<file path="src/core/emb_irq_pkg.sv">
// Purpose: shared constants for the embedded event interrupt router
// Assumes: 8-bit register port, byte offsets as printed
// Notes:   misc bit positions apply to both the misc status and misc routing register
`default_nettype none

package emb_irq_pkg;

    localparam int unsigned DATA_W = 8;
    localparam int unsigned ADDR_W = 8;

    ////////////////////////////////////////////////////////////////////////
    // register offsets
    localparam logic [7:0] ADDR_SM_ROUTE_P1   = 8'h0b;
    localparam logic [7:0] ADDR_CLS_ROUTE_P1  = 8'h0d;
    localparam logic [7:0] ADDR_MISC_ROUTE_P2 = 8'h0e;
    localparam logic [7:0] ADDR_SM_ROUTE_P2   = 8'h0f;
    localparam logic [7:0] ADDR_CLS_ROUTE_P2  = 8'h11;
    localparam logic [7:0] ADDR_MISC_STATUS   = 8'h12;
    localparam logic [7:0] ADDR_SM_STATUS     = 8'h13;
    localparam logic [7:0] ADDR_CLS_STATUS    = 8'h15;

    ////////////////////////////////////////////////////////////////////////
    // field positions of the misc event registers
    localparam int unsigned BIT_LONG_COUNT = 7;
    localparam int unsigned BIT_SIG_MOTION = 5;
    localparam int unsigned BIT_TILT       = 4;
    localparam int unsigned BIT_STEP       = 3;

    // implemented bits of each register
    localparam logic [7:0] MISC_USED_MASK = 8'hb8;
    localparam logic [7:0] SM_USED_MASK   = 8'hff;
    localparam logic [7:0] CLS_USED_MASK  = 8'h0f;

    ////////////////////////////////////////////////////////////////////////
    // reset values
    localparam logic [7:0] ROUTE_RESET  = 8'h00;
    localparam logic [7:0] STATUS_RESET = 8'h00;
    localparam logic [7:0] RDATA_RESET  = 8'h00;
    localparam logic [7:0] UNMAPPED_VAL = 8'h00;

endpackage

`default_nettype wire

</file>
<file path="src/core/emb_irq_router.sv">
// Purpose: route embedded event flags to two interrupt pins and status
// Assumes: simple byte register port; gate, latch and mask bits arrive
//          as inputs from registers held elsewhere in the device
// Notes:   pins and read data are registered, one cycle behind
//          a status read returns the flags from before its own clear
//          reserved route bits read back exactly as written
//
// Function
// - each pin ORs its enabled event sources
// - state machine n routes first pin via bit n-1
// - classifier bits 3..0 route to first pin
// - first-pin routing needs first gate bit set
// - long-counter timeout to second pin, bit 7
// - significant motion to second pin, bit 5
// - tilt to second pin, bit 4
// - step recognition to second pin, bit 3
// - second-pin routing needs second gate bit set
// - state machine n routes second pin via bit n-1
// - classifier bits 3..0 route to second pin
// - all routing bits reset to disabled
// - status bits 7,5 long count, sig motion
// - status bits 4,3 tilt and step
// - state machine n status in bit n-1
// - classifier status bits 3..0, upper zero
// - status one means event detected
// - latch mode bit selects latched requests
// - latched read clears bits unless ack-kept
`default_nettype none

module emb_irq_router #(
    parameter int unsigned SM_COUNT  = 8,
    parameter int unsigned CLS_COUNT = 4
) (
    // clock and reset
    input  wire logic                 i_mclk,
    input  wire logic                 i_sys_rst,
    // register port
    input  wire logic [7:0]           i_reg_addr,
    input  wire logic                 i_reg_wr,
    input  wire logic [7:0]           i_reg_wdata,
    input  wire logic                 i_reg_rd,
    output logic      [7:0]           o_reg_rdata,
    // configuration bits held in other registers
    input  wire logic                 i_pin_first_embedded_gate,
    input  wire logic                 i_pin_second_embedded_gate,
    input  wire logic                 i_embedded_latch_mode,
    input  wire logic [7:0]           i_ack_keep_mask,
    // event sources
    input  wire logic [SM_COUNT-1:0]  i_state_machine_event,
    input  wire logic [CLS_COUNT-1:0] i_classifier_event,
    input  wire logic                 i_long_count_event,
    input  wire logic                 i_sig_motion_event,
    input  wire logic                 i_tilt_event,
    input  wire logic                 i_step_event,
    // interrupt pins
    output logic                      o_irq_pin_first,
    output logic                      o_irq_pin_second
);

    ////////////////////////////////////////////////////////////////////////
    // routing registers

    logic [7:0] sm_route_first_reg;
    logic [7:0] sm_route_first_next;
    logic [7:0] cls_route_first_reg;
    logic [7:0] cls_route_first_next;
    logic [7:0] misc_route_second_reg;
    logic [7:0] misc_route_second_next;
    logic [7:0] sm_route_second_reg;
    logic [7:0] sm_route_second_next;
    logic [7:0] cls_route_second_reg;
    logic [7:0] cls_route_second_next;

    // reserved bits are stored as written; the host keeps them zero and
    // they have no source behind them, so they never reach a pin
    always_comb begin
        sm_route_first_next    = sm_route_first_reg;
        cls_route_first_next   = cls_route_first_reg;
        misc_route_second_next = misc_route_second_reg;
        sm_route_second_next   = sm_route_second_reg;
        cls_route_second_next  = cls_route_second_reg;
        if (i_reg_wr) begin
            unique case (i_reg_addr)
                emb_irq_pkg::ADDR_SM_ROUTE_P1: begin
                    sm_route_first_next = i_reg_wdata;
                end
                emb_irq_pkg::ADDR_CLS_ROUTE_P1: begin
                    cls_route_first_next = i_reg_wdata;
                end
                emb_irq_pkg::ADDR_MISC_ROUTE_P2: begin
                    misc_route_second_next = i_reg_wdata;
                end
                emb_irq_pkg::ADDR_SM_ROUTE_P2: begin
                    sm_route_second_next = i_reg_wdata;
                end
                emb_irq_pkg::ADDR_CLS_ROUTE_P2: begin
                    cls_route_second_next = i_reg_wdata;
                end
                default: begin
                    // status and unmapped offsets ignore writes
                end
            endcase
        end
    end

    always_ff @(posedge i_mclk) begin
        if (i_sys_rst) begin
            sm_route_first_reg    <= emb_irq_pkg::ROUTE_RESET;
            cls_route_first_reg   <= emb_irq_pkg::ROUTE_RESET;
            misc_route_second_reg <= emb_irq_pkg::ROUTE_RESET;
            sm_route_second_reg   <= emb_irq_pkg::ROUTE_RESET;
            cls_route_second_reg  <= emb_irq_pkg::ROUTE_RESET;
        end else begin
            sm_route_first_reg    <= sm_route_first_next;
            cls_route_first_reg   <= cls_route_first_next;
            misc_route_second_reg <= misc_route_second_next;
            sm_route_second_reg   <= sm_route_second_next;
            cls_route_second_reg  <= cls_route_second_next;
        end
    end

    ////////////////////////////////////////////////////////////////////////
    // event vectors in status register layout

    logic [7:0] misc_src;
    logic [7:0] sm_src;
    logic [7:0] cls_src;

    // unused status bits are tied low here and masked again in the bank
    always_comb begin
        misc_src = '0;
        misc_src[emb_irq_pkg::BIT_LONG_COUNT] = i_long_count_event;
        misc_src[emb_irq_pkg::BIT_SIG_MOTION] = i_sig_motion_event;
        misc_src[emb_irq_pkg::BIT_TILT]       = i_tilt_event;
        misc_src[emb_irq_pkg::BIT_STEP]       = i_step_event;
        sm_src = '0;
        sm_src[SM_COUNT-1:0] = i_state_machine_event;
        cls_src = '0;
        cls_src[CLS_COUNT-1:0] = i_classifier_event;
    end

    ////////////////////////////////////////////////////////////////////////
    // read strobes: a status read clears in the same edge that samples it

    logic rd_misc;
    logic rd_sm;
    logic rd_cls;

    assign rd_misc = i_reg_rd
        && (i_reg_addr == emb_irq_pkg::ADDR_MISC_STATUS);
    assign rd_sm   = i_reg_rd
        && (i_reg_addr == emb_irq_pkg::ADDR_SM_STATUS);
    assign rd_cls  = i_reg_rd
        && (i_reg_addr == emb_irq_pkg::ADDR_CLS_STATUS);

    logic [7:0] misc_flags;
    logic [7:0] sm_flags;
    logic [7:0] cls_flags;

    // one bank per status register; all three share the keep mask
    emb_event_flag_bank #(
        .WIDTH (8)
    ) u_misc_bank (
        .i_mclk       (i_mclk),
        .i_sys_rst    (i_sys_rst),
        .i_latch_mode (i_embedded_latch_mode),
        .i_ack_keep   (i_ack_keep_mask),
        .i_used_mask  (emb_irq_pkg::MISC_USED_MASK),
        .i_event      (misc_src),
        .i_read_clear (rd_misc),
        .o_flags      (misc_flags)
    );

    emb_event_flag_bank #(
        .WIDTH (8)
    ) u_sm_bank (
        .i_mclk       (i_mclk),
        .i_sys_rst    (i_sys_rst),
        .i_latch_mode (i_embedded_latch_mode),
        .i_ack_keep   (i_ack_keep_mask),
        .i_used_mask  (emb_irq_pkg::SM_USED_MASK),
        .i_event      (sm_src),
        .i_read_clear (rd_sm),
        .o_flags      (sm_flags)
    );

    emb_event_flag_bank #(
        .WIDTH (8)
    ) u_cls_bank (
        .i_mclk       (i_mclk),
        .i_sys_rst    (i_sys_rst),
        .i_latch_mode (i_embedded_latch_mode),
        .i_ack_keep   (i_ack_keep_mask),
        .i_used_mask  (emb_irq_pkg::CLS_USED_MASK),
        .i_event      (cls_src),
        .i_read_clear (rd_cls),
        .o_flags      (cls_flags)
    );

    ////////////////////////////////////////////////////////////////////////
    // pin routing, registered so the pins never glitch

    logic pin_first_reg;
    logic pin_first_next;
    logic pin_second_reg;
    logic pin_second_next;
    logic [7:0] misc_route_eff;
    logic       sm_hit_first;
    logic       cls_hit_first;
    logic       misc_hit_second;
    logic       sm_hit_second;
    logic       cls_hit_second;

    always_comb begin
        // only the four documented misc enables carry a source
        misc_route_eff = misc_route_second_reg & emb_irq_pkg::MISC_USED_MASK;
        sm_hit_first    = |(sm_flags & sm_route_first_reg);
        cls_hit_first   = |(cls_flags & cls_route_first_reg);
        misc_hit_second = |(misc_flags & misc_route_eff);
        sm_hit_second   = |(sm_flags & sm_route_second_reg);
        cls_hit_second  = |(cls_flags & cls_route_second_reg);
        // the gate masks the whole OR, so route bits left set while the
        // gate is low never leak onto the pin
        pin_first_next = i_pin_first_embedded_gate
            && (sm_hit_first || cls_hit_first);
        pin_second_next = i_pin_second_embedded_gate
            && (misc_hit_second || sm_hit_second
                || cls_hit_second);
    end

    always_ff @(posedge i_mclk) begin
        if (i_sys_rst) begin
            // both pins low in reset, so no stale request reaches the host
            pin_first_reg  <= 1'b0;
            pin_second_reg <= 1'b0;
        end else begin
            pin_first_reg  <= pin_first_next;
            pin_second_reg <= pin_second_next;
        end
    end

    assign o_irq_pin_first  = pin_first_reg;
    assign o_irq_pin_second = pin_second_reg;

    ////////////////////////////////////////////////////////////////////////
    // read data

    logic [7:0] rdata_reg;
    logic [7:0] rdata_next;

    always_comb begin
        // the flags sampled here are those before the clearing edge
        rdata_next = rdata_reg;
        if (i_reg_rd) begin
            unique case (i_reg_addr)
                emb_irq_pkg::ADDR_SM_ROUTE_P1: begin
                    rdata_next = sm_route_first_reg;
                end
                emb_irq_pkg::ADDR_CLS_ROUTE_P1: begin
                    rdata_next = cls_route_first_reg;
                end
                emb_irq_pkg::ADDR_MISC_ROUTE_P2: begin
                    rdata_next = misc_route_second_reg;
                end
                emb_irq_pkg::ADDR_SM_ROUTE_P2: begin
                    rdata_next = sm_route_second_reg;
                end
                emb_irq_pkg::ADDR_CLS_ROUTE_P2: begin
                    rdata_next = cls_route_second_reg;
                end
                emb_irq_pkg::ADDR_MISC_STATUS: begin
                    rdata_next = misc_flags;
                end
                emb_irq_pkg::ADDR_SM_STATUS: begin
                    rdata_next = sm_flags;
                end
                emb_irq_pkg::ADDR_CLS_STATUS: begin
                    rdata_next = cls_flags;
                end
                default: begin
                    // unmapped offsets read zero; no error is signalled
                    rdata_next = emb_irq_pkg::UNMAPPED_VAL;
                end
            endcase
        end
    end

    always_ff @(posedge i_mclk) begin
        if (i_sys_rst) begin
            rdata_reg <= emb_irq_pkg::RDATA_RESET;
        end else begin
            // route register reads have no side effect
            rdata_reg <= rdata_next;
        end
    end

    assign o_reg_rdata = rdata_reg;

endmodule

`default_nettype wire

</file>
<file path="src/core/emb_event_flag_bank.sv">
// Purpose: one status register of event flags, latched or live
// Assumes: sources are level or pulse, synchronous to i_mclk
// Notes:   a new event in the clearing cycle keeps its flag set
`default_nettype none

module emb_event_flag_bank #(
    parameter int unsigned WIDTH = 8
) (
    // clock and reset
    input  wire logic             i_mclk,
    input  wire logic             i_sys_rst,
    // configuration
    input  wire logic             i_latch_mode,
    input  wire logic [WIDTH-1:0] i_ack_keep,
    input  wire logic [WIDTH-1:0] i_used_mask,
    // events and read side effect
    input  wire logic [WIDTH-1:0] i_event,
    input  wire logic             i_read_clear,
    // flags
    output logic      [WIDTH-1:0] o_flags
);

    logic [WIDTH-1:0] flags_reg;
    logic [WIDTH-1:0] flags_next;
    logic [WIDTH-1:0] clear_vec;

    always_comb begin
        clear_vec = i_read_clear ? ~i_ack_keep : '0;
        if (i_latch_mode) begin
            // set wins over clear
            flags_next = (flags_reg & ~clear_vec) | i_event;
        end else begin
            flags_next = i_event;
        end
        flags_next = flags_next & i_used_mask;
    end

    always_ff @(posedge i_mclk) begin
        if (i_sys_rst) begin
            flags_reg <= '0;
        end else begin
            flags_reg <= flags_next;
        end
    end

    assign o_flags = flags_reg;

endmodule

`default_nettype wire

</file>
<file path="config.mk">
export PLATFORM = sky130hd
export DESIGN_NAME = emb_irq_router
export DESIGN_NICKNAME = d
export VERILOG_FILES = /design/src/core/emb_irq_pkg.sv /design/src/core/emb_irq_router.sv /design/src/core/emb_event_flag_bank.sv
export SDC_FILE = /design/constraint.sdc
export NUM_CORES = 1
export LEC_CHECK = 0
export ABC_AREA = 1
export BUFFER_PORTS_ARGS = -buffer_cell sky130_fd_sc_hd__buf_2
export CAP_MARGIN = 20
export CORE_MARGIN = 8
export CORE_UTILIZATION = 40
export CTS_CLUSTER_SIZE = 12
export DETAILED_ROUTE_END_ITERATION = 10
export SYNTH_ARGS = -nofsm -noshare
export SYNTH_HDL_FRONTEND = slang
export SYNTH_SLANG_ARGS = --single-unit
</file>
<file path="constraint.sdc">
create_clock -name i_mclk -period 1.1 [get_ports i_mclk]
set_input_delay 0.22 -clock i_mclk [delete_from_list [all_inputs] [get_ports i_mclk]]
set_output_delay 0.22 -clock i_mclk [all_outputs]
set_load 0.1 [all_outputs]
</file>
# [Word-level counts from Yosys, hierarchy flattened]
# Cells that the tools add are included.
# W data, S select, Z words.
[op_classes] add_sub_neg=0 multipliers=0 div_mod_pow=0 n_lt_le_gt_ge=0 n_eq_ne=8 shift=0 n_mux=7 bitwise_logic=15 reduce_logical=18
[op_table] operator="$pmux W8 S8" count=1
[op_table] operator="$and A8 B8 Y8" count=5
[op_table] operator="$reduce_or A8 Y1" count=5
[op_table] operator="$eq A8 B4 Y1 const B" count=4
[op_table] operator="$eq A8 B5 Y1 const B" count=4
[op_table] operator="$mux W8" count=4
[op_table] operator="$not A8 Y8" count=3
[op_table] operator="$and A4 B8 Y8" count=2
[op_table] operator="$or A8 B8 Y8" count=2
[op_table] operator="$reduce_and A2 Y1" count=5
[op_table] operator="$mux W4" count=2
[op_table] operator="$logic_and A1 B1 Y1" count=5
[op_table] operator="$and A4 B4 Y4" count=1
[op_table] operator="$not A4 Y4" count=1
[op_table] operator="$or A4 B4 Y4" count=1
[op_table] operator="$logic_or A1 B1 Y1" count=3
[word_totals] register_bits=70 latchBits=0 ram_bits=0 mem_bits_ro=0 input_bits=47 output_inout_bits=10 wordCells=60 n_memories=0

# [Depth between registers and ports, before layout]
[depth] word_depth=7 ltp_mapped=10 ltp_nobuf=9

# [By module]
# From an unflattened synthesis, not the netlist that was laid out.
[hier_totals] hier_cells=643 area_unflattened_um2=4277.9
[by_module_without_submodules] module="emb_irq_router" n_inst=1 cells_per_inst=418 area_each_um2=2900.3 seq_area_each_um2=1001.0
[by_module_without_submodules] module="emb_event_flag_bank" n_inst=3 cells_per_inst=75 area_each_um2=459.2 seq_area_each_um2=160.2

# [Worst setup path before layout]
# No wires, ideal clock.
[synth_path] kind="reg-to-reg" start="reg o_reg_rdata[0] (netlist name)" end="reg rdata_reg[0], in the netlist o_reg_rdata[0]" setup_ns=0.067 arrival_time_ns=1.226 required_time_ns=1.033 setup_slack_ns=-0.193 path_stages_with_launch=3 n_path_buf=0 synth_period_minus_slack_ns=1.293 path_cell_list="dfxtp_1 -> nand2_1 -> a21oi_2"
[synth_rtl] element="to (signal assigned)" line_no="emb_irq_router.sv:290" rtl="rdata_reg <= emb_irq_pkg::RDATA_RESET;"
[synth_rtl] element="to (signal assigned)" line_no="emb_irq_router.sv:293" rtl="rdata_reg <= rdata_next;"
[synth_rtl] element="to (decl)" line_no="emb_irq_router.sv:248" rtl="logic [7:0] rdata_reg;"

# [Final worst setup path]
[layout_path] start="reg u_sm_bank.flags_reg[4], in the netlist u_sm_bank.o_flags[4]" end="reg pin_first_reg, in the netlist o_irq_pin_first"
[layout_via] elab_chain_len=4
[layout_lines] element="from (decl)" line_no="emb_event_flag_bank.sv:23" rtl="logic [WIDTH-1:0] flags_reg;"
[layout_lines] element="from (signal assigned)" line_no="emb_event_flag_bank.sv:42" rtl="flags_reg <= flags_next;"
[layout_lines] element="$and A8 B8 Y8" line_no="emb_irq_router.sv:217" rtl="sm_hit_first = |(sm_flags & sm_route_first_reg);"
[layout_lines] element="$reduce_or A8 Y1" line_no="emb_irq_router.sv:217"
[layout_lines] element="$logic_or A1 B1 Y1" line_no="emb_irq_router.sv:225" rtl="&& (sm_hit_first || cls_hit_first);"
[layout_lines] element="$logic_and A1 B1 Y1" line_no="emb_irq_router.sv:225"
[layout_lines] element="to (signal assigned)" line_no="emb_irq_router.sv:237" rtl="pin_first_reg <= pin_first_next;"
[layout_lines] element="to (decl)" line_no="emb_irq_router.sv:203" rtl="logic pin_first_reg;"
# No other way between the ends.
# A chain may end at the register's enable or synchronous reset.

==> key figures <==
Route
  – Drt via density: about 5.3
  – Avg WL per Cell: 16.9 um
  – DR vias: ~3.5k
  – Total Wirelength: 11,400 um
  – DRC: 0
  – Antenna viol nets, final: 0
  – DRT iter0 DRCs: 235
  – Detailed Routing Iterations Pass 1: 6

STA
  – Unrepaired setup endpoints after global routing: true
  – FMAX: around 890 MHz
  – Hold Fails Final Rpt: 0
  – Period utilization: 1.02
  – Relative slew slack: 0.796
  – Crit path time final: 1.12 ns
  – Setup Skew: between 0.008 and 0.009 ns
  – Worst slew pin tran: 0.306 ns
  – Pins over their slew limit: 0
  – Hold Worst Slack: slightly below 0.07 ns
  – Setup TNS: -0.0274 ns
  – Setup ws final: -0.0200 ns
  – Setup Viol. Count Final: 3

Final layout
  – Area occupied by multi-input gates: about 1900 um^2
  – # diodes: 0
  – # nets final: 610
  – Register area: 1350 um^2
  – Ratio of cells with drive above 1 in the final layout: 0.388
  – Filler instances: between 800 and 900
  – Finished Layout Cells: between 600 and 700
  – Design area: around 4800 um^2
  – Area growth syn-to-layout: 39.0%

Clock tree
  – Post-CTS Hold Fix Bufs: 0
  – CTS Buf Count: 9
  – Reg clk slew, reported paths: 0.07 ns
  – # H-tree levels: 3
  – CTS sink cnt: 66
  – Clock Path Buffers: 2
  – TritonCTS clock tree: yes
  – Worst-Skew Late Latency: about 0.35 ns
  – Clk Tree Root Cell: clkbuf_8

Pwr
  – Pleak: around 2.1 nW
  – Pwr/cell area: approximately 1100 nW/um^2
  – Peak supply drop: slightly below 0.0007 V

Worst setup path
  – Worst EP required: 1.35 ns
  – Worst Setup End Kind: flop
  – Crit path depth: 7
  – Worst EP arrival: approximately 1.4 ns
  – Slowest cell on the critical path: dfxtp_2
  – Cells on worst reg2reg path: 7
  – CP max stage delay: approximately 0.33 ns
  – WP buf/inv: 2
  – Crit path max-delay family: flip-flops
  – Startpoint types: flop
  – CP max FO: 2
  – Crit-path cells: nand2_1 -> nand2_1 -> a221oi_2 -> buf_4 -> nand3_2 -> nand3_2 -> inv_1
  – Critical path class: flop to flop

Min path
  – Hold Path Class: input pin to flop
  – Hold Path Depth: 3

Synth
  – Post-synth top flop: dfxtp_1
  – Area leader, netlist: dfxtp_1
  – Top cell type's share of synthesized area: 0.386
  – Top-count cell post-synth: nand2_1
  – Ys Warns: 0
  – Mean Syn Cell Area: 7.32 um^2
  – Top post-synthesis cells by area: dfxtp_1, nand2_1, nand3_1, a21oi_1, inv_1
  – Top post-synthesis cells by count: nand2_1, dfxtp_1, inv_1, nand3_1, a21oi_1
  – Synthesized instance count: between 400 and 500
  – Syn Nets: a little over 500
  – Post-Syn Area: approximately 3400 um^2
  – Yosys reg bits: 66
  – EDFF count, synth: 0
  – Async SR Flop Fraction: 0
  – Register area share after synthesis: 0.386
  – Netlist cell types: 27

Global routing
  – Initial antenna violation count: 0
  – Largest net degree at the start of global routing: 41
  – Vias in the first global route: approximately 3.4k
  – Grt ovf: 0
  – Gr usage total: 0.194
  – First-pass GRT wire length: 17,600 um

Placed design
  – Placer's final routability congestion estimate: approximately 0.96
  – Number of port buffers: 56
  – Dpl cell area: ~4200 um^2
  – Placed cell count: approximately 640
  – Pre-CTS WS: -0.363 ns
  – Post-DP HPWL: just under 9000 um

Die
  – DIE AREA: around 12,000 um^2
  – Ports: 57
  – Core area: 8260 um^2
  – Row cnt: 33
  – Die Height: 109 um
  – Chip width: 109 um
  – Initial Util: 0.415

Status
  – Violated checks: setup timing
  – Status: complete, but fails checks

Run
  – Max_cap viols: 0
[routing by layer]
| layer | part of all wire | GRT usage | vias to the layer above |
|---|---|---|---|
| met3 | 0.069 | 0.0464 | 30 |
| met4 | 0.028 | 0.0733 | 0 |
| met1 | 0.42 | 0.242 | 1631 |
| met5 | 0 | 0.0126 | - |
| li1 | - | - | 1738 |
| met2 | 0.48 | 0.315 | 141 |
[worst register-to-register path: stages (launching register included)]
cell and delay [ns]:
dfxtp_2 0.33, nand2_1 0.06, nand2_1 0.06, a221oi_2 0.18, buf_4 0.16, nand3_2 0.09, nand3_2 0.09, inv_1 0.04
[cell type report]
class,instances,share of cell area
clock buffer,10,0.0268
timing repair buffer,104,0.191
tap,105,0.0276
inverter,60,0.0581
clock inverter,5,0.0118
sequential,66,0.282
multi-input combinational,322,0.402
[cells by family after synthesis]
group | share of synthesized area
AOI/OAI and AO/OA | 0.188
buffers and inverters | 0.106
DFF | 0.386
and+or+nand+nor | 0.321
[stage by stage]
| step | utilization | total power [mW] |
|---|---|---|
| 4_1_cts | 0.543 | 5.00 |
| 3_5_place_dp | 0.513 | 3.05 |
| 6_report | 0.577 | 5.02 |
| 2_1_floorplan | - | 2.78 |
| 5_1_grt | 0.577 | 5.23 |
| 3_3_place_gp | 0.513 | 3.04 |
[timing repair]
item / 4_1_cts / 5_1_grt
endpoints found under the hold margin: 0 / 0
resized for setup: 7 / 60
pin swaps: 5 / 25
setup buffers: 5 / 10
cloned: 0 / 1
endpoints found under the setup margin: 12 / 56
[report_power, final]
part / internal (mW) / switching, mW
sequential: 2.43 / 0.0507
clock: 1.03 / 0.940
combinational: 0.231 / 0.339
[final timing paths]
kind,start,end,slack [ns]
worst max-delay path,u_sm_bank.o_flags[4],o_irq_pin_first,-0.02
worst min-delay path,i_sig_motion_event,u_misc_bank.o_flags[5],0.07
worst max register to register,u_sm_bank.o_flags[4],o_irq_pin_first,-0.02
worst min register to register,cls_route_second_reg[6],cls_route_second_reg[6],0.45
[cells in the final DEF (no fill, tap or decap), types with 3 or more instances in the layout]
cell	netlist	final
buf_4	2	33
o21ai_1	9	12
a21oi_1	44	39
a21oi_2	6	11
buf_6	6	13
dfxtp_2	0	19
clkbuf_8	0	9
a31oi_1	16	16
nand2_4	4	8
nor2_4	5	9
dfxtp_1	66	47
nor2_1	39	34
nor2_2	3	5
nand3_2	1	11
inv_1	55	50
nand2_1	80	74
buf_12	0	15
nand2_2	13	14
inv_4	0	4
o21ai_0	31	28
buf_2	4	43
nand3_1	51	41
a221oi_2	0	3
nor2_8	6	6
nand3_4	3	3
Power figures use the tool's default switching activity.
